==> src/fpp_regs.svh <==
// Purpose: constants for the fault pin propagation block
// Assumes: one word per channel, reached by command code
// Notes:   definitions only
`ifndef FPP_REGS_SVH
`define FPP_REGS_SVH
`define FPP_CMD_PROPAGATE   8'hd2
`define FPP_CMD_PIN_RESP    8'hd5
`define FPP_MASK_RESET      16'h6993
`define FPP_RESP_INHIBIT    8'hc0
`define FPP_RESP_IGNORE     8'h00
`define FPP_BIT_DECAY       15
`define FPP_BIT_SHORT       14
`define FPP_BIT_TON         13
`define FPP_BIT_RAW_UV      12
`define FPP_BIT_INT_OT      11
`define FPP_BIT_CH1_GOOD    10
`define FPP_NUM_CH          2
`endif

==> src/fpp_pkg.sv <==
// Purpose: types for the fault pin propagation block
// Assumes: two channels
// Notes:   state carried as one packed struct
package fpp_pkg;
   typedef struct packed {
      logic decay_wait;    // restart withheld awaiting decay
      logic short_off;     // off after short-cycle event
      logic ton_fault;     // turn-on timeout fault
      logic raw_uv;        // unfiltered undervoltage comparator
      logic ton_respond;   // response setting acts on timeout
   } fpp_cond_s;
   typedef struct packed {
      logic [1:0][15:0] mask;
      logic [1:0][7:0]  pin_resp;
      logic [7:0]       rdata;
      logic [1:0]       pull_low;
   } fpp_state_s;
endpackage : fpp_pkg

==> src/fpp_fault_pin.sv <==
// Purpose: per-channel fault propagation onto shared fault pins
// Assumes: command decode done upstream; inputs synchronous to mclk
// Notes:   pins open-drain, oe low while driving low
//
// Overview of operation
// - paged 16-bit word at 0xd2, reset 0x6993
// - set bit drives pin low on condition
// - turn-on timeout propagates only if response acts
// - common and per-channel events share pins
// - multiphase restart withheld until 12.5% decay
// - bit 15 propagates decay wait
// - bit 14 propagates short-cycle off
// - bit 13 propagates turn-on timeout
// - bit 12 propagates raw undervoltage comparator
// - bit 11 propagates internal overtemperature
// - bit 10 propagates channel 1 not good
// - host sets pin response ignore with bit 10
// - external low inhibits output if 0xc0
`include "fpp_regs.svh"
module fpp_fault_pin
   import fpp_pkg::*;
(
   input  wire logic             mclk,          // 25 MHz clock
   input  wire logic             sys_rst,       // async reset, high
   input  wire logic             cmd_wr,        // write strobe
   input  wire logic             cmd_rd,        // read strobe
   input  wire logic [7:0]       cmd_code,      // command code
   input  wire logic             cmd_page,      // selected page
   input  wire logic             cmd_hi,        // high data byte
   input  wire logic [7:0]       cmd_wdata,     // write byte
   output logic      [7:0]       cmd_rdata,     // read byte
   input  fpp_cond_s [1:0]       ch_cond,       // per-channel conditions
   input  wire logic             int_ot,        // internal overtemp
   input  wire logic             ch1_good,      // channel 1 power good
   input  wire logic [1:0]       pin_in,        // fault pin level
   output logic      [1:0]       pin_out,       // fault pin drive value
   output logic      [1:0]       pin_oe_n,      // low while pulling low
   output logic      [1:0]       out_inhibit    // three-state outputs
);
   fpp_state_s st_reg;
   fpp_state_s st_next;
   logic [1:0] cause;

   // -----------------------------------------------------------------
   // condition gathering
   // -----------------------------------------------------------------
   genvar g;
   generate
      for (g = 0; g < `FPP_NUM_CH; g++) begin : g_ch
         always_comb begin
            cause[g] = 1'b0;
            if (st_reg.mask[g][`FPP_BIT_DECAY] && ch_cond[g].decay_wait)
               cause[g] = 1'b1;
            if (st_reg.mask[g][`FPP_BIT_SHORT] && ch_cond[g].short_off)
               cause[g] = 1'b1;
            // timeout only counts when its response shuts down
            if (st_reg.mask[g][`FPP_BIT_TON] && ch_cond[g].ton_fault
                && ch_cond[g].ton_respond)
               cause[g] = 1'b1;
            if (st_reg.mask[g][`FPP_BIT_RAW_UV] && ch_cond[g].raw_uv)
               cause[g] = 1'b1;
            if (st_reg.mask[g][`FPP_BIT_INT_OT] && int_ot)
               cause[g] = 1'b1;
            if (st_reg.mask[g][`FPP_BIT_CH1_GOOD] && !ch1_good)
               cause[g] = 1'b1;
         end
         // self-pull would latch off unless response is ignore
         assign out_inhibit[g] = !pin_in[g] && !st_reg.pull_low[g]
            && (st_reg.pin_resp[g] == `FPP_RESP_INHIBIT);
      end
   endgenerate

   // -----------------------------------------------------------------
   // register file and pin state
   // -----------------------------------------------------------------
   always_comb begin
      st_next = st_reg;
      st_next.pull_low = cause;
      if (cmd_wr && cmd_code == `FPP_CMD_PROPAGATE) begin
         if (cmd_hi)
            st_next.mask[cmd_page][15:8] = cmd_wdata;
         else
            st_next.mask[cmd_page][7:0] = cmd_wdata;
      end
      if (cmd_wr && cmd_code == `FPP_CMD_PIN_RESP)
         st_next.pin_resp[cmd_page] = cmd_wdata;
      if (cmd_rd) begin
         if (cmd_code == `FPP_CMD_PROPAGATE)
            st_next.rdata = cmd_hi ? st_reg.mask[cmd_page][15:8]
                                   : st_reg.mask[cmd_page][7:0];
         else if (cmd_code == `FPP_CMD_PIN_RESP)
            st_next.rdata = st_reg.pin_resp[cmd_page];
         else
            st_next.rdata = 8'h00;
      end
   end

   always_ff @(posedge mclk or posedge sys_rst) begin
      if (sys_rst) begin
         st_reg.mask     <= {`FPP_MASK_RESET, `FPP_MASK_RESET};
         st_reg.pin_resp <= {`FPP_RESP_INHIBIT, `FPP_RESP_INHIBIT};
         st_reg.rdata    <= 8'h00;
         st_reg.pull_low <= 2'h0;
      end else begin
         st_reg <= st_next;
      end
   end

   assign cmd_rdata = st_reg.rdata;
   assign pin_out   = 2'h0;
   assign pin_oe_n  = ~st_reg.pull_low;

   // -----------------------------------------------------------------
   // checks
   // -----------------------------------------------------------------
   property p_ot_pull;
      @(posedge mclk) disable iff (sys_rst)
      (int_ot && st_reg.mask[0][`FPP_BIT_INT_OT]) |=> !pin_oe_n[0];
   endproperty
   a_ot_pull: assert property (p_ot_pull)
      else $error("overtemp did not pull pin 0");

   property p_good_pull;
      @(posedge mclk) disable iff (sys_rst)
      (!ch1_good && st_reg.mask[1][`FPP_BIT_CH1_GOOD]) |=> !pin_oe_n[1];
   endproperty
   a_good_pull: assert property (p_good_pull)
      else $error("ch1 not good did not pull pin 1");

   property p_uv_pull;
      @(posedge mclk) disable iff (sys_rst)
      (ch_cond[0].raw_uv && st_reg.mask[0][`FPP_BIT_RAW_UV])
      |=> !pin_oe_n[0];
   endproperty
   a_uv_pull: assert property (p_uv_pull)
      else $error("raw uv did not pull pin 0");

   property p_ton_gate;
      @(posedge mclk) disable iff (sys_rst)
      (ch_cond[1] == 5'b00100 && !int_ot && ch1_good) |=> pin_oe_n[1];
   endproperty
   a_ton_gate: assert property (p_ton_gate)
      else $error("ignored timeout reached pin 1");

   property p_short_pull;
      @(posedge mclk) disable iff (sys_rst)
      (ch_cond[1].short_off && st_reg.mask[1][`FPP_BIT_SHORT])
      |=> !pin_oe_n[1];
   endproperty
   a_short_pull: assert property (p_short_pull)
      else $error("short cycle did not pull pin 1");

   property p_decay_pull;
      @(posedge mclk) disable iff (sys_rst)
      (ch_cond[0].decay_wait && st_reg.mask[0][`FPP_BIT_DECAY])
      |=> !pin_oe_n[0];
   endproperty
   a_decay_pull: assert property (p_decay_pull)
      else $error("decay wait did not pull pin 0");

   property p_mask_write;
      @(posedge mclk) disable iff (sys_rst)
      (cmd_wr && cmd_code == `FPP_CMD_PROPAGATE && !cmd_hi && !cmd_page)
      |=> st_reg.mask[0][7:0] == $past(cmd_wdata);
   endproperty
   a_mask_write: assert property (p_mask_write)
      else $error("mask low byte not stored");

   property p_no_cause;
      @(posedge mclk) disable iff (sys_rst)
      (cause == 2'h0) |=> (pin_oe_n == 2'h3);
   endproperty
   a_no_cause: assert property (p_no_cause)
      else $error("pin pulled with no enabled cause");

   property p_inhibit;
      @(posedge mclk) disable iff (sys_rst)
      (st_reg.pin_resp[0] == `FPP_RESP_IGNORE) |-> !out_inhibit[0];
   endproperty
   a_inhibit: assert property (p_inhibit)
      else $error("inhibit while response is ignore");
endmodule : fpp_fault_pin

==> config.mk <==
export PLATFORM = sky130hd
export DESIGN_NAME = fpp_fault_pin
export DESIGN_NICKNAME = d
export VERILOG_FILES = /design/src/fpp_pkg.sv /design/src/fpp_fault_pin.sv
export VERILOG_INCLUDE_DIRS = /design/src
export SDC_FILE = /design/constraint.sdc
export NUM_CORES = 1
export LEC_CHECK = 0
export BUFFER_PORTS_ARGS = -buffer_cell sky130_fd_sc_hd__buf_2
export CAP_MARGIN = 20
export CORE_MARGIN = 2
export CORE_UTILIZATION = 58
export CTS_BUF_LIST = sky130_fd_sc_hd__clkbuf_4
export DETAILED_ROUTE_END_ITERATION = 8
export PLACE_DENSITY = 0.91
export RECOVER_POWER = 50
export SLEW_MARGIN = 20
export SYNTH_ARGS = -nofsm -noshare
export SYNTH_HDL_FRONTEND = slang
export SYNTH_SLANG_ARGS = --single-unit
==> constraint.sdc <==
create_clock -name mclk -period 2.1 [get_ports mclk]
set_input_delay 0.21 -clock mclk [delete_from_list [all_inputs] [get_ports mclk]]
set_output_delay 0.21 -clock mclk [all_outputs]
set_load 0.02 [all_outputs]
[Word-level counts from Yosys, hierarchy flattened]
Index checks and enable logic that the tools add are counted.
Cells by class
  order comparisons: 2
  bitwise operators: 1
  reduce and logical (&&, ||, !) cells: 26
  mux-type cells: 29
  equal/unequal tests: 4
Operators by type and width (count)
  $bwmux W32: 2
  $mux W8: 7
  $mux W16: 3
  $demux W16 S1: 2
  $eq A8 B8 Y1 const B: 4
  $mux W32: 1
  $logic_and A1 B1 Y1: 21
  $bwmux W16: 1
  $mux W1: 12
  $demux W8 S1: 1
  $logic_not A1 Y1: 5
  $lt A1 B2 Y1 const B: 1
  $not A2 Y2: 1
  $ge A1 B1 Y1 const B: 1
Word-level totals
  input bits: 36
  register bits: 58
  output and inout port bits: 14

[Logic depth before layout (Yosys ltp)]
Gate-level depths: netlist of run 1.
  depth after elaboration: 7
  mapped depth: 6

[Least setup slack after synthesis of run 1]
Ideal clock, no wire load.
  kind: input to register
  start point: input port cmd_code[5]
  end point: register st_reg[35] (netlist bit)
  arrival time: 1.345 ns
  data required time: 1.975 ns
  path slack: 0.630 ns
  buffers on the path: 1
  cell stages on the path: 4
  cells stage by stage: nand4bb_1 -> buf_2 -> nor4_4 -> mux2_2
Between the ends
  word-level cells in the longest chain between the ends: 2
RTL lines
  start, declared: RTL line fpp_fault_pin.sv:27  | input wire logic [7:0] cmd_code,
  $eq A8 B8 Y1 (no line)
  $logic_and A1 B1 Y1 (no line)
  end signal, assigned: RTL line fpp_fault_pin.sv:105  | st_reg <= st_next;
  end, declared: RTL line fpp_fault_pin.sv:40  | fpp_state_s st_reg;
Every way passes these cells.
A chain may end at the register's enable or synchronous reset.

[Worst setup path after layout of run 1]
  start point: register st_reg[16] (netlist bit)
  end point: output port out_inhibit[0]
Between the ends
  word-level cells in the longest chain between the ends: 2
RTL lines
  $eq A8 B8 Y1 (no line)
  $logic_and A1 B1 Y1: RTL line fpp_fault_pin.sv:68  | assign out_inhibit[g] = !pin_in[g] && !st_reg.pull_low[g]
  end, declared: RTL line fpp_fault_pin.sv:38  | output logic [1:0] out_inhibit
Every way passes these cells.

==> results of run 1 <==
-- cell families (layout without fill, tap and decap cells) --
kind of cell / Yosys count / count (layout) / share of synthesized area
other: 1 / 2 / 0.00128
multiplexers: 64 / 64 / 0.276
AO/OA/AOI/OAI: 12 / 12 / 0.0358
flip-flops: 58 / 58 / 0.503
buffers and inverters: 40 / 87 / 0.0704
AND/OR/NAND/NOR: 34 / 34 / 0.113
-- worst max path at each step --
stage / end / slack (ns)
2_1_floorplan: cmd_rdata[0] / 0.50
3_3_place_gp: st_reg[54] / 0.33
3_5_place_dp: st_reg[36] / 0.28
4_1_cts: out_inhibit[0] / 0.24
5_1_grt: out_inhibit[0] / 0.15
6_report: out_inhibit[0] / 0.23
-- metal layers --
metal / vias to the layer above / part of all wire / global-route usage
met5: - / 0 / 0
met4: 0 / 0.018 / 0.107
met3: 13 / 0.050 / 0.0495
met2: 75 / 0.49 / 0.366
met1: 951 / 0.44 / 0.331
li1: 863 / - / -
-- area by class of cell --
cell class,count,area [µm²]
Multi-Input combinational cell,112,1250
Tap cell,67,83.8
Fill cell,337,1520
Sequential cell,58,1480
Clock buffer,12,90.1
Inverter,20,75.1
Timing Repair Buffer,51,251
Clock inverter,4,43.8
-- layout by cell type, fill, tap and decap left out, types with 2 or more instances in the layout --
cell type and instances:
sky130_fd_sc_hd__nor4_1 2, sky130_fd_sc_hd__mux2_2 52, sky130_fd_sc_hd__clkbuf_4 12, sky130_fd_sc_hd__nand2b_1 2
sky130_fd_sc_hd__inv_1 20, sky130_fd_sc_hd__nor4_4 3, sky130_fd_sc_hd__clkinv_2 2, sky130_fd_sc_hd__mux2_1 4
sky130_fd_sc_hd__and4b_1 3, sky130_fd_sc_hd__clkbuf_1 9, sky130_fd_sc_hd__clkbuf_2 2, sky130_fd_sc_hd__mux4_2 8
sky130_fd_sc_hd__dfrtp_1 38, sky130_fd_sc_hd__nand4_1 9, sky130_fd_sc_hd__a222oi_1 2, sky130_fd_sc_hd__a22oi_1 2
sky130_fd_sc_hd__buf_2 38, sky130_fd_sc_hd__nand3_1 4, sky130_fd_sc_hd__nor4b_1 2, sky130_fd_sc_hd__o221ai_1 8
sky130_fd_sc_hd__dfstp_2 20, sky130_fd_sc_hd__conb_1 2
-- synth_stat cells (all sizes together) --
cell / instances
mux2: 56
dfrtp: 38
dfstp: 20
inv: 20
buf: 19
nand4: 9
mux4: 8
o221ai: 8
nor4: 5
nand3: 4
and4b: 3
nor4b: 3
a222oi: 2
a22oi: 2
nand2b: 2
nand4b: 2
and4: 1
and4bb: 1
clkbuf: 1
conb: 1
nand2: 1
nand4bb: 1
nor2: 1
or3b: 1
-- per-stage QoR --
stage | hold WS [ns] | std cells | cell area, µm² | power [mW]
2_1_floorplan | 0.345 | 210 | 2940 | 1.27
3_3_place_gp | 0.301 | 307 | 3150 | 1.33
3_5_place_dp | 0.309 | 307 | 3150 | 1.34
4_1_cts | 0.0595 | 324 | 3290 | 2.12
5_1_grt | 0.0972 | 324 | 3270 | 2.18
6_report | 0.0627 | 324 | 3270 | 2.10
-- worst reg2reg max path: stages (launching register included) --
cell and delay (ns):
sky130_fd_sc_hd__dfrtp_1 0.43, sky130_fd_sc_hd__mux4_2 0.49, sky130_fd_sc_hd__inv_1 0.09, sky130_fd_sc_hd__o221ai_1 0.10
-- power by group --
group | leakage, nW | total [mW] | internal (mW) | switching [mW]
Sequential | 0.735 | 1.16 | 1.14 | 0.0145
Combinational | 0.716 | 0.164 | 0.0666 | 0.0970
Clock | 0.0787 | 0.785 | 0.396 | 0.388
-- timing repair --
item                      CTS  global route
resized for setup           0             0
hold buffers                1             0
hold endpoints to repair   17             0
==> out/metrics.yaml, run 1 <==
status:
  status: "finished, final reports clean"
synthesis:
  proportion_of_netlist_area_held_by_the_largest_area_contributor: 0.324
  avgSynthCellArea_um2: 14.0
  syn-instance-count: 209
  synthTopCellsByArea: "sky130_fd_sc_hd__dfrtp_1 (32%), sky130_fd_sc_hd__mux2_2 (20%), sky130_fd_sc_hd__dfstp_2 (18%)"
  synth_warnings: 0
  syn_area_um2: 2930
  yosys.cell_types.count: 30
  ys_ff_latch: 58
  yosysTopAreaCell: "sky130_fd_sc_hd__dfrtp_1"
  seq_area_frac_synth: 0.503
placement:
  hpwl_um: 4600
  place.port_buffers: 47
  dp_slack_ns: 0.275
  finalWeightedCongestion: 0.829
cts:
  cts-root-to-sink-buffers: 2
  cts_root_buffer: "sky130_fd_sc_hd__clkbuf_4"
  clock_sink_count: 58
  cts-htree-levels: 3
  numCtsBuffers: 9
  cts.clk_slew.worst_paths_ns: 0.10
  tritoncts: "built"
  insertion_delay_ns: 0.41
  post-cts-setup-buffer-count: 0
worst_setup_path:
  timing.critical_path.slowest_stage_cell: "sky130_fd_sc_hd__dfstp_2"
  cp-start-kind: "register"
  slowest_delay_ns: 0.55
  crit_path_max_fanout: 3
  crit_path_start: "st_reg[16]"
  worst_path_dominant_cell_family: "flip-flops"
  timing.reg2reg.worst_path_depth: 3
  cp.depth: 3
  timing.reg2reg.setup_slack_ns: 0.88
  crit_path_buffers_inverters: 1
  path_class: "register to primary output"
  path_cells: "nor4b_1 > and4_1 > buf_2"
  worst_r2r_startpoint: "st_reg[52]"
  crit-reg2reg-capture: "cmd_rdata[2]"
  worstSetupEndpointType: "primary output"
  cp_data_arrival_time_ns: 1.66
  critPathRequiredTime_ns: 1.89
sta:
  layout_min_cycle_time_ns: 1.87
  clock.fmax_ghz: 0.534
  report.final.slew_viol_count: 0
  worst_pin_slew_ns: 1.09
  clk_skew_ns: 0.0177
  timing.setup.tns_ns: 0
  setup_slack_ns: 0.229
  hold_violations: 0
  unrepaired_setup_endpoints_after_global_routing: "false"
  setup-violations-final: 0
  maxSlewHeadroom: 0.271
  timing.final.crit_share: 0.891
final_layout:
  area_delta_synth_final_pct: 11.4
  nNetsFinal: 288
  drive_above_1_share: 0.553
  largest_register_ff_count: 50
  antenna_cells_inserted: 0
  utilization: 0.683
power:
  ir_worst_vdd_v: 0.000485
  leakage_nw: 1.53
  power_density_nw_per_um2: 644
drt:
  ant_nets: 0
  drt_pre_antenna_iters: 6
  totalWireLength_um: 6040
  drc: 0
  detail_route.wl_per_cell_um: 18.6
  viasPerCell: 5.87
  initialDrtViolationCount: 103
  routed-via-count: 1902
floorplanning:
  floorplan.rows: 25
  floorplan_die_height_um: 75.1
  die-width_um: 75.1
  die_area_um2: 5640
  floorplan.core_area_um2: 4790
  ioPinCount: 50
  floorplan.initialDensity: 0.613
run:
  timing.max_cap.violations: 0
global_routing:
  grt_pass1_wl_um: 9580
  maximum_number_of_pins_on_one_net_before_global_route_repair: 30
  via_count_of_the_first_global_routing_pass: 1872
  remaining_global_route_overflow: 0
  number_of_antenna_violations_at_the_first_check_in_global_routing: 0
  grt_util_all_layers: 0.239
worst_hold_path:
  timing.hold.worst_path_depth: 3
  holdCritStartpoint: "ch_cond[7]"
  hp-class: "input pin to register"
  hold_end: "st_reg[1]"
(Power assumes the default switching activity.)
==> run 2: changes to the inputs <==
--- a/config.mk
+++ b/config.mk
@@ -13,2 +13,3 @@
 export CTS_BUF_LIST = sky130_fd_sc_hd__clkbuf_4
+export CTS_CLUSTER_DIAMETER = 100
 export DETAILED_ROUTE_END_ITERATION = 8
==> constraint.sdc (replaced) <==
create_clock -name mclk -period 2.1 [get_ports mclk]
set_input_delay 0.105 -clock mclk [delete_from_list [all_inputs] [get_ports mclk]]
set_output_delay 0.105 -clock mclk [all_outputs]
set_load 0.02 [all_outputs]
==> run 2 against run 1 <==
Against the previous run: sequential cell count stayed put; routed wire length down 1.0%; count of clock-buffer cells in the layout is 3 lower; design area up 4.2%; via count increased by 2.3%; die area unchanged; largest cell class unchanged; largest power group unchanged.
==> out/metrics.yaml, run 2 (same netlist as run 1, synthesis figures left out) <==
drt:
  initialDrtViolationCount: 99
  ant_nets: 0
  drt_pre_antenna_iters: 5
  routed-via-count: 1946
  viasPerCell: 5.79
  detail_route.wl_per_cell_um: 17.8
  totalWireLength_um: 5980
  drc: 0
sta:
  timing.setup.tns_ns: 0
  maxSlewHeadroom: 0.228
  worst_pin_slew_ns: 1.16
  unrepaired_setup_endpoints_after_global_routing: "false"
  report.final.slew_viol_count: 0
  hold_violations: 0
  timing.final.crit_share: 0.901
  layout_min_cycle_time_ns: 1.89
  setup-violations-final: 0
  clk_skew_ns: 0.0110
  clock.fmax_ghz: 0.529
status:
  status: "finished, final reports clean"
floorplanning:
  die_area_um2: 5640
  floorplan.initialDensity: 0.613
  ioPinCount: 50
  floorplan.core_area_um2: 4790
  floorplan_die_height_um: 75.1
  floorplan.rows: 25
  die-width_um: 75.1
final_layout:
  nFillCells: 335
  drive_above_1_share: 0.524
  most-common-layout-cells: "sky130_fd_sc_hd__mux2_2 (52), sky130_fd_sc_hd__dfrtp_1 (38), sky130_fd_sc_hd__buf_2 (38)"
  nNetsFinal: 300
  area_delta_synth_final_pct: 16.2
  antenna_cells_inserted: 0
  largest_register_ff_count: 50
  layout_commonest_cell: "sky130_fd_sc_hd__mux2_2"
worst_setup_path:
  critPathRequiredTime_ns: 2.40
  timing.reg2reg.worst_path_depth: 4
  crit_path_max_fanout: 22
  crit-reg2reg-capture: "st_reg[1]"
  cp-start-kind: "input pin"
  timing.reg2reg.setup_slack_ns: 0.22
  worstSetupEndpointType: "register"
  worst_r2r_startpoint: "st_reg[55]"
  path_class: "input pin to register"
  cp_data_arrival_time_ns: 2.19
cts:
  cts-htree-levels: 3
  clock_sink_count: 58
  cts.repair.resized: 0
  insertion_delay_ns: 0.40
  numCtsBuffers: 9
  tritoncts: "built"
  cts.clk_slew.worst_paths_ns: 0.10
  cts_root_buffer: "sky130_fd_sc_hd__clkbuf_4"
  cts-root-to-sink-buffers: 2
worst_hold_path:
  hp-class: "input pin to register"
  holdCritStartpoint: "cmd_wdata[3]"
  hold_end: "st_reg[13]"
  timing.hold.worst_path_depth: 2
power:
  power_density_nw_per_um2: 681
  post-layout-total-power_mw: 2.32
  ir_worst_vdd_v: 0.000743
  leakage_nw: 1.60
global_routing:
  maximum_number_of_pins_on_one_net_before_global_route_repair: 31
  grt_util_all_layers: 0.237
  grt_pass1_wl_um: 9540
  number_of_antenna_violations_at_the_first_check_in_global_routing: 0
  via_count_of_the_first_global_routing_pass: 1919
  remaining_global_route_overflow: 0
run:
  timing.max_cap.violations: 0
placement:
  hpwl_um: 4450
  finalWeightedCongestion: 0.841
  place.port_buffers: 47
## run 2: changes by cell type in the layout (fill, tap and decap cells not counted), sizes merged
cell / change
bufinv: +2
clkbuf: -1
clkinv: +1
dlygate4sd3: +10
## run 2: worst max-delay path by stage
stage | from | end | slack [ns]
2_1_floorplan | sys_rst | cmd_rdata[0] | 0.60
3_3_place_gp | cmd_code[2] | st_reg[32] | 0.43
3_5_place_dp | cmd_code[2] | st_reg[32] | 0.38
4_1_cts | st_reg[36] | st_reg[0] | 0.03
5_1_grt | cmd_page | st_reg[52] | 0.11
6_report | cmd_page | st_reg[52] | 0.21
## run 2: cell type report
type	instances	area, µm²	area share
well taps	67	83.8	0.0246
clock inverters	7	108	0.0316
inverters	20	75.1	0.0220
clock buffers	9	67.6	0.0198
repair buffers	63	358	0.105
multi-input cells	112	1240	0.364
flip-flops and latches	58	1480	0.433
## run 2: timing repair
action,in CTS,in global routing
buffers inserted,0,0
hold endpoints to repair,38,0
hold buffers,12,0
endpoints found under the setup margin,0,1
## run 2: power by group
part	switching, mW	total, mW	internal (mW)	leakage (nW)
clock network	0.400	0.991	0.591	0.0948
logic	0.0957	0.173	0.0773	0.765
registers	0.0137	1.16	1.14	0.735
## run 2: per-layer routing
| metal | vias up | track usage | part of all wire |
|---|---|---|---|
| met4 | 0 | 0.0595 | 0.011 |
| met2 | 52 | 0.383 | 0.49 |
| met3 | 7 | 0.0763 | 0.050 |
| met5 | - | 0 | 0 |
| li1 | 890 | - | - |
| met1 | 997 | 0.314 | 0.45 |
## run 2: per-stage QoR
stage	hold slack, ns	instances	cell area (µm²)	setup slack [ns]	util
final	0.0334	336	3410	0.209	0.712
after global routing	0.0236	336	3410	0.108	0.712
after CTS	0.00308	337	3460	0.0262	0.722
after detailed placement	0.209	309	3160	0.375	0.661
after global placement	0.200	309	3160	0.430	0.661
after floorplan	0.240	210	2940	0.600	-
## run 2: critical path, cell delays in order
cell and delay (ns):
sky130_fd_sc_hd__clkbuf_1 0.83, sky130_fd_sc_hd__nand2_1 0.22, sky130_fd_sc_hd__nor4_4 0.19, sky130_fd_sc_hd__clkbuf_1 0.44, sky130_fd_sc_hd__mux2_2 0.40
==> run 3: changes to the inputs <==
- HOLD_SLACK_MARGIN: unset -> 0.1
- clock period: 2.1 -> 1.9 ns (I/O delays scaled with it)
==> run 3 against run 2 <==
Against the previous run: count of clock-buffer cells in the layout grew 2; sequential cell count is the same; hold slack gained 0.27 ns; total power shrank 4.5%; global-route usage grew 2.0 points; non-clock buffer count grew 12; routed wire length grew 8.2%; utilization grew 1.5 points; largest cell class unchanged; largest power group unchanged.
==> out/metrics.yaml, run 3 (same netlist as run 1, synthesis figures left out) <==
drt:
  ant_nets: 0
  drc: 0
  viasPerCell: 5.82
  totalWireLength_um: 6460
  drt_pre_antenna_iters: 4
  initialDrtViolationCount: 159
  detail_route.wl_per_cell_um: 18.6
  routed-via-count: 2024
sta:
  setup_slack_ns: 0.0820
  hold_violations: 0
  timing.setup.tns_ns: 0
  worst_pin_slew_ns: 0.890
  layout_min_cycle_time_ns: 1.82
  report.final.slew_viol_count: 0
  clk_skew_ns: 0.0126
  unrepaired_setup_endpoints_after_global_routing: "false"
  setup-violations-final: 0
  timing.final.crit_share: 0.957
  clock.fmax_ghz: 0.550
  maxSlewHeadroom: 0.406
  final_hold_slack_ns: 0.300
placement:
  placedInstanceArea_um2: 3150
  finalWeightedCongestion: 0.815
  hpwl_um: 4550
  dp_slack_ns: 0.195
  place.port_buffers: 47
run:
  timing.max_cap.violations: 0
final_layout:
  nNetsFinal: 312
  postLayoutCellArea_um2: 3480
  largest_register_ff_count: 50
  area_delta_synth_final_pct: 18.7
  drive_above_1_share: 0.516
  most-common-layout-cells: "sky130_fd_sc_hd__mux2_2 (52), sky130_fd_sc_hd__buf_2 (39), sky130_fd_sc_hd__dfrtp_1 (38)"
  utilization: 0.727
  layout_commonest_cell: "sky130_fd_sc_hd__mux2_2"
  antenna_cells_inserted: 0
global_routing:
  via_count_of_the_first_global_routing_pass: 2113
  remaining_global_route_overflow: 0
  grt_pass1_wl_um: 10400
  grt_util_all_layers: 0.257
  maximum_number_of_pins_on_one_net_before_global_route_repair: 23
  number_of_antenna_violations_at_the_first_check_in_global_routing: 0
worst_setup_path:
  path_cells: "dlygate4sd3_1 > buf_2 > nand4bb_1 > buf_4 > nor4_4 > mux2_2"
  slowest_delay_ns: 0.54
  critPathRequiredTime_ns: 2.19
  worstSetupEndpointType: "register"
  timing.critical_path.slowest_stage_cell: "sky130_fd_sc_hd__dlygate4sd3_1"
  crit_path_max_fanout: 11
  path_class: "input pin to register"
  worst_r2r_startpoint: "st_reg[57]"
  crit_path_start: "cmd_code[2]"
  cp_data_arrival_time_ns: 2.11
  cp-start-kind: "input pin"
worst_hold_path:
  holdCritStartpoint: "cmd_code[0]"
  hp-class: "input pin to register"
cts:
  tritoncts: "built"
  clock_sink_count: 58
  cts_root_buffer: "sky130_fd_sc_hd__clkbuf_4"
  cts-htree-levels: 3
  numCtsBuffers: 9
  cts.clk_slew.worst_paths_ns: 0.09
  insertion_delay_ns: 0.41
  cts-root-to-sink-buffers: 2
floorplanning:
  floorplan.initialDensity: 0.613
  floorplan.rows: 25
  floorplan.core_area_um2: 4790
  ioPinCount: 50
  floorplan_die_height_um: 75.1
  die-width_um: 75.1
  die_area_um2: 5640
power:
  ir_worst_vdd_v: 0.000429
  leakage_nw: 1.61
  power_density_nw_per_um2: 636
status:
  status: "finished, final reports clean"
==> run 3: worst paths after layout <==
path / slack, ns / cells past startpoint / to
hold reg to reg: 0.51 / 1 / st_reg[47]
hold / removal: 0.30 / 3 / st_reg[57]
min in group asynchronous: 0.41 / 3 / st_reg[21]
setup / recovery: 0.08 / 6 / st_reg[36]
setup reg to reg: 0.34 / 3 / st_reg[1]
max in group asynchronous: 0.45 / 4 / st_reg[40]
==> run 3: per-layer routing <==
metal	track usage	vias to the layer above	part of all wire
met5	0	-	0
met4	0.139	0	0.026
met3	0.0482	16	0.056
met2	0.413	78	0.50
met1	0.332	1025	0.42
li1	-	905	-
==> run 3: repair_timing <==
item / 4_1_cts / 5_1_grt
setup endpoints to repair: 0 / 22
setup buffers: 0 / 1
resized for setup: 0 / 0
hold buffers: 20 / 4
hold endpoints to repair: 78 / 1
==> run 3: critical path, delay by kind of cell <==
| family | cells | cell delay, ns |
|---|---|---|
| simple gates | 2 | 0.66 |
| mux | 1 | 0.41 |
| buf+inv | 3 | 0.94 |
==> run 3: area by class of cell <==
type | count | area (µm²)
flip-flops and latches | 58 | 1480
clock inverters | 5 | 21.3
clock buffers | 11 | 82.6
repair buffers | 75 | 488
fillers | 309 | 1310
inverters | 20 | 75.1
well taps | 67 | 83.8
multi-input cells | 112 | 1250
==> run 3: where the power goes <==
part / total, mW / switching, mW / internal, mW
registers: 1.28 / 0.0155 / 1.26
clock network: 0.723 / 0.442 / 0.281
logic: 0.213 / 0.115 / 0.0985
==> run 3: per-stage QoR <==
stage | instances | total power, mW
after global routing | 348 | 2.30
after detailed placement | 308 | 1.48
final | 348 | 2.21
after CTS | 344 | 2.21
after global placement | 308 | 1.47
after floorplan | 210 | 1.40
